==> config.mk <==
export PLATFORM = sky130hd
export DESIGN_NAME = smp_signal_monitor
export DESIGN_NICKNAME = d
export VERILOG_FILES = /design/src/smp_pkg.sv /design/src/smp_mon_if.sv /design/src/smp_period_timer.sv /design/src/smp_peak_detector.sv /design/src/smp_signal_monitor.sv
export SDC_FILE = /design/constraint.sdc
export NUM_CORES = 1
export LEC_CHECK = 0
export ABC_CLOCK_PERIOD_IN_PS = 3950
export BUFFER_PORTS_ARGS = -buffer_cell sky130_fd_sc_hd__buf_2
export CORE_ASPECT_RATIO = 2
export CORE_MARGIN = 2
export CORE_UTILIZATION = 55
export DETAILED_ROUTE_END_ITERATION = 12
export HOLD_SLACK_MARGIN = 0.05
export PLACE_DENSITY = 0.79
export RECOVER_POWER = 25
export SLEW_MARGIN = 20
export SYNTH_ARGS = -nofsm -noshare
export SYNTH_HDL_FRONTEND = slang
export SYNTH_SLANG_ARGS = --single-unit
==> constraint.sdc <==
create_clock -name hclk -period 3.95 [get_ports hclk]
set_input_delay 0.5925 -clock hclk [delete_from_list [all_inputs] [get_ports hclk]]
set_output_delay 0.5925 -clock hclk [all_outputs]
set_load 0.05 [all_outputs]
==> src/smp_pkg.sv <==
// shared constants and types for the signal monitor peak detector
package smp_pkg;
    // register indices; byte address is four times the index
    localparam logic [9:0] SYNC_CTRL_IDX     = 10'h26F;
    localparam logic [9:0] MON_CTRL_IDX      = 10'h270;
    localparam logic [9:0] PERIOD_B0_IDX     = 10'h271;
    localparam logic [9:0] PERIOD_B1_IDX     = 10'h272;
    localparam logic [9:0] PERIOD_B2_IDX     = 10'h273;
    localparam logic [9:0] RESULT_CTRL_IDX   = 10'h274;
    localparam logic [9:0] RESULT_B0_IDX     = 10'h275;
    localparam logic [9:0] RESULT_B1_IDX     = 10'h276;
    localparam logic [9:0] RESULT_B2_IDX     = 10'h277;
    localparam logic [9:0] PCOUNT_RESULT_IDX = 10'h278;
    localparam logic [9:0] SB_CTRL_IDX       = 10'h279;
    localparam logic [9:0] SB_SELECT_IDX     = 10'h27A;

    // field positions
    localparam int PEAK_EN_BIT    = 1;
    localparam int UPDATE_BIT     = 4;
    localparam int RESULT_SEL_BIT = 0;
    localparam int SB_EN_BIT      = 0;
    localparam int SB_PEAK_BIT    = 1;
    localparam int PEAK_LSB       = 7;

    // values after reset
    localparam logic [1:0]  SYNC_MODE_RESET  = 2'h0;
    localparam logic        PEAK_EN_RESET    = 1'h0;
    localparam logic [23:0] PERIOD_RESET     = 24'h000000;
    localparam logic        RESULT_SEL_RESET = 1'h1;
    localparam logic        SB_EN_RESET      = 1'h0;
    localparam logic        SB_PEAK_RESET    = 1'h0;

    // result selection codes
    localparam logic RESULT_SEL_PEAK = 1'h1;

    // synchronization modes; all but off are triggered by the reference strobe
    typedef enum logic [1:0] {
        SMP_SYNC_OFF     = 2'b00,
        SMP_SYNC_CONT    = 2'b01,
        SMP_SYNC_ONCE    = 2'b10,
        SMP_SYNC_ONCE_ALT = 2'b11
    } smp_sync_type;

    // ahb transfer type carrying a new transfer, and the okay response
    localparam logic [1:0] HTRANS_NONSEQ = 2'h2;
    localparam logic [1:0] HRESP_OKAY    = 2'h0;
endpackage

==> src/smp_mon_if.sv <==
// carrier between the monitor control and its timer and detector
`timescale 1ns/10ps
interface smp_mon_if #(
    parameter int SAMPLE_W = 13,
    parameter int PERIOD_W = 24,
    parameter int PEAK_W   = 13
);
    logic                       enable;
    logic                       restart;
    logic                       sample_valid;
    logic signed [SAMPLE_W-1:0] sample;
    logic [PERIOD_W-1:0]        period;
    logic                       tick;
    logic [PEAK_W-1:0]          peak;

    modport ctrl (output enable, restart, sample_valid, sample, period,
                  input tick, peak);
    modport timer (input enable, restart, sample_valid, period,
                   output tick);
    modport detector (input enable, restart, sample_valid, sample, tick,
                      output peak);
endinterface

==> src/smp_period_timer.sv <==
// period counter in decimated output clock cycles
`timescale 1ns/10ps
module smp_period_timer #(
    parameter int PERIOD_W = 24
) (
    // clock and reset
    input wire logic hclk,
    input wire logic hresetn,
    // monitor carrier
    smp_mon_if.timer mon
);
    import smp_pkg::*;

    typedef struct packed {
        logic [PERIOD_W-1:0] count;
    } smp_timer_state_type;

    smp_timer_state_type state;
    smp_timer_state_type next_state;
    logic [PERIOD_W:0]   count_plus;
    logic                period_done;

    // a period of zero behaves as a period of one
    assign count_plus  = {1'b0, state.count} + {{PERIOD_W{1'b0}}, 1'b1};
    assign period_done = count_plus >= {1'b0, mon.period};
    assign mon.tick    = mon.enable & mon.sample_valid & ~mon.restart
                         & period_done;

    always_comb begin
        next_state = state;
        if (~mon.enable || mon.restart) begin
            next_state.count = '0;
        end else if (mon.sample_valid) begin
            if (period_done) begin
                next_state.count = '0;
            end else begin
                next_state.count = count_plus[PERIOD_W-1:0];
            end
        end
    end

    always_ff @(posedge hclk or negedge hresetn) begin
        if (!hresetn) begin
            state <= '0;
        end else begin
            state <= next_state;
        end
    end
endmodule

==> src/smp_peak_detector.sv <==
// running absolute peak tracker with end-of-period latch
`timescale 1ns/10ps
module smp_peak_detector #(
    parameter int SAMPLE_W = 13,
    parameter int PEAK_W   = 13
) (
    // clock and reset
    input wire logic hclk,
    input wire logic hresetn,
    // monitor carrier
    smp_mon_if.detector mon
);
    import smp_pkg::*;

    typedef struct packed {
        logic [PEAK_W-1:0] running;
        logic [PEAK_W-1:0] latched;
    } smp_peak_state_type;

    smp_peak_state_type  state;
    smp_peak_state_type  next_state;
    logic [SAMPLE_W-1:0] magnitude;
    logic [PEAK_W-1:0]   highest;

    // negation of the most negative code still fits unsigned
    assign magnitude = mon.sample[SAMPLE_W-1] ? SAMPLE_W'(-mon.sample)
                                              : SAMPLE_W'(mon.sample);
    assign highest   = (PEAK_W'(magnitude) > state.running)
                       ? PEAK_W'(magnitude) : state.running;
    assign mon.peak  = state.latched;

    always_comb begin
        next_state = state;
        if (~mon.enable || mon.restart) begin
            next_state.running = '0;
        end else if (mon.sample_valid) begin
            if (mon.tick) begin
                next_state.latched = highest;
                next_state.running = '0;
            end else begin
                next_state.running = highest;
            end
        end
    end

    always_ff @(posedge hclk or negedge hresetn) begin
        if (!hresetn) begin
            state <= '0;
        end else begin
            state <= next_state;
        end
    end
endmodule

==> src/smp_signal_monitor.sv <==
// signal monitor with peak detector and ahb-lite register slave
//
// The AHB-Lite interface to the registers is this design's own decision.
`timescale 1ns/10ps
module smp_signal_monitor #(
    parameter int SAMPLE_W = 13,
    parameter int PERIOD_W = 24,
    parameter int PEAK_W   = 13
) (
    // clock and reset
    input  wire logic                       hclk,
    input  wire logic                       hresetn,
    // ahb-lite slave
    input  wire logic                       hsel,
    input  wire logic [31:0]                haddr,
    input  wire logic [1:0]                 htrans,
    input  wire logic                       hwrite,
    input  wire logic [2:0]                 hsize,
    input  wire logic [31:0]                hwdata,
    input  wire logic                       hready,
    output logic                            hreadyout,
    output logic [1:0]                      hresp,
    output logic [31:0]                     hrdata,
    // decimated samples and reference strobe
    input  wire logic                       sample_valid,
    input  wire logic signed [SAMPLE_W-1:0] sample_data,
    input  wire logic                       system_reference_strobe,
    // side-band monitor port
    output logic                            sideband_monitor_valid,
    output logic [PEAK_W-1:0]               sideband_monitor_data
);
    import smp_pkg::*;

    typedef struct packed {
        logic                wr_pend;
        logic                rd_pend;
        logic [9:0]          idx;
        logic                ready;
        logic [31:0]         rdata;
        smp_sync_type        sync_mode;
        logic                once_armed;
        logic                peak_en;
        logic [23:0]         period;
        logic                result_sel;
        logic [19:0]         result;
        logic [7:0]          period_total;
        logic [7:0]          period_cnt_result;
        logic                sb_en;
        logic                sb_peak;
        logic                tick_seen;
        logic                sb_valid;
        logic [PEAK_W-1:0]   sb_data;
    } smp_state_type;

    smp_state_type state;
    smp_state_type next_state;

    smp_mon_if #(
        .SAMPLE_W (SAMPLE_W),
        .PERIOD_W (PERIOD_W),
        .PEAK_W   (PEAK_W)
    ) mon ();

    logic        take;
    logic        wr_hit;
    logic        restart;
    logic [7:0]  wbyte;
    logic [7:0]  rbyte;
    logic [19:0] fresh_result;
    logic        new_sel;

    smp_period_timer #(
        .PERIOD_W (PERIOD_W)
    ) u_timer (
        .hclk    (hclk),
        .hresetn (hresetn),
        .mon     (mon.timer)
    );

    smp_peak_detector #(
        .SAMPLE_W (SAMPLE_W),
        .PEAK_W   (PEAK_W)
    ) u_peak (
        .hclk    (hclk),
        .hresetn (hresetn),
        .mon     (mon.detector)
    );

    // bus phase decode
    assign take  = hsel & hready & (htrans == HTRANS_NONSEQ);
    assign wbyte = hwdata[7:0];
    assign wr_hit = state.wr_pend;

    // reference strobe gated by sync mode into restart, not resynchronised
    always_comb begin
        unique case (state.sync_mode)
            SMP_SYNC_OFF:      restart = 1'b0;
            SMP_SYNC_CONT:     restart = system_reference_strobe;
            SMP_SYNC_ONCE,
            SMP_SYNC_ONCE_ALT: restart = system_reference_strobe
                                         & state.once_armed;
        endcase
    end

    assign mon.enable       = state.peak_en;
    assign mon.restart      = restart;
    assign mon.sample_valid = sample_valid;
    assign mon.sample       = sample_data;
    assign mon.period       = PERIOD_W'(state.period);

    // a write in the same cycle picks the selection for the copy
    assign new_sel = (wr_hit && state.idx == RESULT_CTRL_IDX)
                     ? wbyte[RESULT_SEL_BIT] : state.result_sel;
    assign fresh_result = (new_sel == RESULT_SEL_PEAK)
                          ? {mon.peak, {PEAK_LSB{1'b0}}}
                          : 20'h00000;

    // read mux; unmapped indices read zero
    always_comb begin
        rbyte = 8'h00;
        unique case (state.idx)
            SYNC_CTRL_IDX:     rbyte = {6'h00, state.sync_mode};
            MON_CTRL_IDX:      rbyte = {6'h00, state.peak_en, 1'b0};
            PERIOD_B0_IDX:     rbyte = state.period[7:0];
            PERIOD_B1_IDX:     rbyte = state.period[15:8];
            PERIOD_B2_IDX:     rbyte = state.period[23:16];
            RESULT_CTRL_IDX:   rbyte = {7'h00, state.result_sel};
            RESULT_B0_IDX:     rbyte = state.result[7:0];
            RESULT_B1_IDX:     rbyte = state.result[15:8];
            RESULT_B2_IDX:     rbyte = {4'h0, state.result[19:16]};
            PCOUNT_RESULT_IDX: rbyte = state.period_cnt_result;
            SB_CTRL_IDX:       rbyte = {7'h00, state.sb_en};
            SB_SELECT_IDX:     rbyte = {6'h00, state.sb_peak, 1'b0};
            default:           rbyte = 8'h00;
        endcase
    end

    always_comb begin
        next_state = state;
        next_state.wr_pend = 1'b0;

        // read data phase: one wait cycle, then registered data
        if (state.rd_pend) begin
            next_state.rd_pend = 1'b0;
            next_state.rdata   = {24'h000000, rbyte};
            next_state.ready   = 1'b1;
        end

        // address phase capture
        if (take) begin
            next_state.idx     = haddr[11:2];
            next_state.wr_pend = hwrite;
            next_state.rd_pend = ~hwrite;
            next_state.ready   = hwrite;
        end

        // period end bookkeeping
        next_state.tick_seen = mon.tick;
        if (mon.tick) begin
            next_state.period_total = state.period_total + 8'h01;
        end

        // side-band output one cycle after the latch
        next_state.sb_valid = state.tick_seen & state.sb_en
                              & state.sb_peak;
        if (state.tick_seen && state.sb_en && state.sb_peak) begin
            next_state.sb_data = mon.peak;
        end

        // strobe use consumes the one-shot arm
        if (restart) begin
            next_state.once_armed = 1'b0;
        end

        // register writes in the data phase
        if (wr_hit) begin
            unique case (state.idx)
                SYNC_CTRL_IDX: begin
                    next_state.sync_mode  = smp_sync_type'(wbyte[1:0]);
                    next_state.once_armed = wbyte[1];
                end
                MON_CTRL_IDX: begin
                    next_state.peak_en = wbyte[PEAK_EN_BIT];
                end
                PERIOD_B0_IDX: begin
                    next_state.period[7:0] = wbyte;
                end
                PERIOD_B1_IDX: begin
                    next_state.period[15:8] = wbyte;
                end
                PERIOD_B2_IDX: begin
                    next_state.period[23:16] = wbyte;
                end
                RESULT_CTRL_IDX: begin
                    next_state.result_sel = wbyte[RESULT_SEL_BIT];
                    // update bit is never stored, so it reads back zero
                    if (wbyte[UPDATE_BIT]) begin
                        next_state.result = fresh_result;
                        next_state.period_cnt_result =
                            state.period_total;
                    end
                end
                SB_CTRL_IDX: begin
                    next_state.sb_en = wbyte[SB_EN_BIT];
                end
                SB_SELECT_IDX: begin
                    next_state.sb_peak = wbyte[SB_PEAK_BIT];
                end
                default: begin
                    next_state.sb_peak = state.sb_peak;
                end
            endcase
        end
    end

    always_ff @(posedge hclk or negedge hresetn) begin
        if (!hresetn) begin
            state                   <= '0;
            state.ready             <= 1'b1;
            state.sync_mode         <= smp_sync_type'(SYNC_MODE_RESET);
            state.peak_en           <= PEAK_EN_RESET;
            state.period            <= PERIOD_RESET;
            state.result_sel        <= RESULT_SEL_RESET;
            state.sb_en             <= SB_EN_RESET;
            state.sb_peak           <= SB_PEAK_RESET;
        end else begin
            state <= next_state;
        end
    end

    // bus and side-band outputs from flip-flops, except hresp, which is tied to okay
    assign hreadyout              = state.ready;
    assign hresp                  = HRESP_OKAY;
    assign hrdata                 = state.rdata;
    assign sideband_monitor_valid = state.sb_valid;
    assign sideband_monitor_data  = state.sb_data;
endmodule

[After elaboration in Yosys (flattened, before gate mapping)]
Index checks and enable logic that the tools add are counted.
Storage, ports and cells
  logic and storage cells: 98
  output and inout port bits: 49
  bits of input ports: 89
  register bits: 153
Cells by class
  magnitude comparators: 2
  reductions and logical operators: 18
  muxes and demuxes: 24
  bitwise gates (word level): 12
  equality and inequality tests: 16
  add/sub/neg operators: 3
Operators with widths (number)
  $eq 10x10->1 const B: 12
  $pmux 8 s12: 1
  $mux 13: 6
  $mux 24: 3
  $mux 47: 1
  $mux 20: 2
  $mux 33: 1
  $mux 26: 1
  $add 24x1->25 const B: 1
  $ge 25x24->1: 1
  $mux 8: 3
  $mux 21: 1
  $reduce_and 2->1: 8
  $gt 13x13->1: 1
  $neg 13->13: 1
  $add 8x1->8 const B: 1
  $and 1x1->1: 8
  $eq 2x2->1 const B: 3
  $reduce_and 3->1: 2
  $mux 1: 4
  $not 1->1: 4
  $reduce_bool 2->1: 2
  $logic_and 1x1->1: 3
  $pmux 1 s3: 1
  other kinds (4): 4

[Longest topological paths before layout]
  depth after elaboration: 9
  gate-level depth with buffers: 17
  mapped depth without buffers: 14

[Cells and area by module]
Synthesis repeated with hierarchy kept, for this count alone.
Unflattened totals
  cell total of the unflattened synthesis: 813
  area, all modules: 8634.5 sq um
By module, submodules not included
  smp_signal_monitor: sequential area each 2404.8 sq um, times used 1, area an instance 4795.8 sq um, cells an instance 402
  smp_period_timer: sequential area each 600.6 sq um, times used 1, area an instance 2005.7 sq um, cells an instance 223
  smp_peak_detector: sequential area each 650.6 sq um, times used 1, area an instance 1833.0 sq um, cells an instance 188

[Worst setup path before layout]
No wires, ideal clock.
  path kind: reg2reg
  start: reg u_timer.state[0] in the netlist's numbering
  end: reg state[26] in the netlist's numbering
  stages on the path, launching flop included: 16
  data arrival time: 3.411 ns
  clock period less this slack: 3.535 ns
  path buffers: 2
  data required time: 3.825 ns
  library setup time: 0.125 ns
  slack: 0.415 ns
  path through: dfrtp_1 > ha_1 > and3_4 > buf_6 > nand2_1 > nor4_1 > and3_1 > xor2_1 > ha_1 > a211oi_1 > o21ai_1 > a32oi_1 > nand2_1 > o31ai_2 > buf_2 > mux2_2
On the way
  cells in the longest elaborated chain, start to end: 3
RTL lines
  start, declared: RTL line smp_period_timer.sv:18  | smp_timer_state_type state;
  start signal, assigned: RTL line smp_period_timer.sv:46  | state <= next_state;
  $add 24x1->25: RTL line smp_period_timer.sv:24  | assign count_plus = {1'b0, state.count} + {{PERIOD_W{1'b0}}, 1'b1};
  $ge 25x24->1: RTL line smp_period_timer.sv:25  | assign period_done = count_plus >= {1'b0, mon.period};
  $and 1x1->1: RTL line smp_period_timer.sv:27  | & period_done;
  end signal, assigned: RTL line smp_signal_monitor.sv:227  | state <= next_state;
  end, declared: RTL line smp_signal_monitor.sv:55  | smp_state_type state;
No other way between the ends.
A chain may end at the register's enable or synchronous reset.

[Worst setup path after layout]
  start: reg u_timer.state[1] in the netlist's numbering
  end: reg u_peak.state[21] in the netlist's numbering
On the way
  cells in the longest elaborated chain, start to end: 6
RTL lines
  $add 24x1->25: RTL line smp_period_timer.sv:24
  $ge 25x24->1: RTL line smp_period_timer.sv:25
  $and 1x1->1: RTL line smp_period_timer.sv:27
  $mux 13: RTL line smp_peak_detector.sv:37  | if (mon.tick) begin
  $mux 26: RTL line smp_peak_detector.sv:36  | end else if (mon.sample_valid) begin
  $mux 13: RTL line smp_peak_detector.sv:34  | if (~mon.enable || mon.restart) begin
  end signal, assigned: RTL line smp_peak_detector.sv:50  | state <= next_state;
  end, declared: RTL line smp_peak_detector.sv:20  | smp_peak_state_type state;
No other way between the ends. The select of a mux whose other input is x is not followed.

==> reports/qor.txt <==
CP required: 4.31 ns
Ports: 138
Final Hold Fails: 0
Die Wd: 89.10 um
Seq/Total Area, Yosys: 45.90%
Fmax: 266.5 MHz
Met1 usage: 26.77%
Site Rows: 62
Worst path top cell family by delay: simple AND/OR/NAND/NOR gates
Clock transition at the registers of the reported paths: 0.06 ns
Met2 usage: 45.74%
Via density: 5.813
Final WS setup: 0.1982 ns
Max incr delay on CP: 0.60 ns
Max-capacitance violation count: 1
VDD IR max: 0.3568 mV
Yosys warns: 0
Worst Reg2Reg Path Length in Cells: 16
DP Wirelength: 14,010 um
Largest cells by area after synthesis: dfrtp_1, mux2_2, ha_1, buf_4, nand2_1
Commonest cells after routing, fill and taps aside: dfrtp_1, nand2_1, buf_2
Share of layout cells above drive strength 1: 25.18%
Vias in the first global route: 6,332
Largest area contributor in the netlist: dfrtp_1
DRC: 0
Post-synth EDFFs: 0
DRT Wirelength: 18,890 um
Placed inst area: 8478 sq um
Min-Delay Path Class: input port to flop
WHS Path Cells: 2
Most common cell after layout, fill and taps aside: dfrtp_1
CTS tree: done
Setup_tns: 0 ns
Via count: 6,080
Core Util, Final: 64.35%
Synth-to-Final Area Change: 15.32%
Least-Margin Pin Slew: 1.987 ns
CTS H-tree lvls: 4
Post-synth ARST share: 100.0%
Crit path DAT: 4.11 ns
Slowest stage cell on the critical path: or4_4
All-Layer GR Usage: 25.87%
LEAKAGE: 4.460 nW
Core Area: 14,270 sq um
Main synth FF type: dfrtp_1
Startpoint Class: flop
Distinct cells, synth: 65
Pwr dens: 435.6 nW/um^2
CTS Sinks: 146
Clock Path Buffers: 2
Die area: 15,520 sq um
Max transition margin: -32.47%
Fin nets: 970
Synth Area per Inst: 10.34 sq um
Chip height: 174.2 um
RSZ-0062 raised after global routing: no
Design area: 9185 sq um
Synth top area share: 45.24%
First-pass GRT wire length: 30,760 um
Fillers: 1,163
Port Buffers: 62
First DRT Iteration DRCs: 405
Min Clock Period, post-route: 3.752 ns
Yosys reg bits: 146
Slew Viols, Final: 80
Crit share post-route: 94.98%
Root Driver: clkbuf_16
Mapped Area: 7965 sq um
Antenna cells: 0
Largest net degree at the start of global routing: 81
Failing checks: max-capacitance violations, max-slew violations
Clk_skew: 0.01181 ns
Setup violations, final: 0
Gr ovfl total: 0
Routed len/inst: 18.06 um
Critical path endpoint category: flop
Setup slack, reg-to-reg: 0.20 ns
Peak fanout along the critical path: 12
DR pass1 iterations: 5
Syn Inst Count: 770
CP cell instances: and4_2 -> nand3_2 -> or3_1 -> nor2_1 -> buf_4 -> nand4_1 -> xnor2_2 -> ha_1 -> o21ai_0 -> o21ai_1 -> a32oi_1 -> nand2_1 -> or4_4 -> o22ai_4 -> buf_12 -> a22o_1
Later-pin clock latency in the skew report: 0.42 ns
Initial antenna violation count: 0
Crit path kind: flop to flop
Initial core utilization: 55.80%
CTS buffer count: 17
M3 GR Usage: 4.368%
Dpl ws: 0.04781 ns
Status: complete, but fails checks
DRT antenna net count: 0
RD Place Congestion: 0.9459
GRT Max-Usage Layer: met2
CP Depth: 16
WP buf/inv: 2
-- registers in the layout (all words and copies together) (netlist names) --
signal and cells:
wr_hit 1, state 47, sideband_monitor_data 13, mon.enable 1, hrdata 8, u_timer.state 24, u_peak.state 13, sideband_monitor_valid 1
mon.period 24, u_peak.mon.peak 13, hreadyout 1
-- power by group --
group	internal (W)	switching, W	leakage (nW)
combinational	0.000186	0.000372	2.22
sequential	0.00157	0.0000732	1.91
clock	0.00115	0.000650	0.321
total	0.00291	0.00110	4.46
-- stage by stage --
| step | hold slack [ns] | cells | total power [W] |
|---|---|---|---|
| after floorplan | 0.2969 | 795 | 0.002078 |
| final | 0.3589 | 1046 | 0.004001 |
| after global routing | 0.3597 | 1046 | 0.004137 |
| after CTS | 0.2394 | 1044 | 0.004013 |
| after global placement | 0.4516 | 1012 | 0.002202 |
| after detailed placement | 0.4749 | 1012 | 0.002220 |
-- final cells by class --
type / count / area, sq um / share of cell area, %
repair buffers: 102 / 673.1 / 7.329
inverters: 46 / 172.7 / 1.880
flip-flops and latches: 146 / 3656 / 39.80
clock buffers: 19 / 442.9 / 4.822
multi-input cells: 528 / 3779 / 41.14
clock inverters: 13 / 221.5 / 2.411
well taps: 192 / 240.2 / 2.615
-- logic make-up after synthesis --
| kind of cell | count (synthesis) | synth area share, % |
|---|---|---|
| other | 1 | 0.04708 |
| DFF | 146 | 45.90 |
| AOI/OAI and AO/OA | 163 | 13.82 |
| and+or+nand+nor | 199 | 12.71 |
| buffers and inverters | 121 | 8.372 |
| adders and majority gates | 40 | 6.283 |
| xor gates and xnor gates | 39 | 4.288 |
| muxes | 61 | 8.577 |
-- worst paths after layout --
path                             startpoint               end
max                        u_timer.state[1]  u_peak.state[21]
min in group asynchronous           hresetn        state[118]
min                                  hwrite        state[125]
max in group asynchronous           hresetn         state[53]
min reg2reg                       state[40]         state[40]
max reg2reg                u_timer.state[1]  u_peak.state[21]
-- metal layers --
metal	part of all wire [%]	wire (um)	vias to the layer above
li1	-	-	2811
met1	34	6370	3002
met2	56	10570	181
met3	3.6	681	86
met4	6.8	1276	0
met5	0	0	-
-- synth_stat cells (4+ instances only) --
master	count
buf_4	50
nor4_1	5
dfrtp_1	144
ha_1	40
a22o_1	35
a22oi_1	5
o31ai_1	4
nand4_1	11
o211ai_1	4
a21oi_1	41
a211oi_1	4
o21ai_0	41
xnor2_1	25
nand2_1	91
clkbuf_1	20
inv_1	45
a31oi_1	5
a222oi_1	7
mux2_2	58
a221oi_1	5
nor3_1	10
xor2_1	14
nor2_1	30
nand2b_1	4
and2_1	4
nand3_1	16
-- timing repair --
action / 4_1_cts / 5_1_grt
endpoints found under the setup margin: 0 / 50
hold buffers: 0 / 0
buffers inserted: 0 / 2
gates resized for setup: 0 / 6
(Power assumes the default switching activity.)
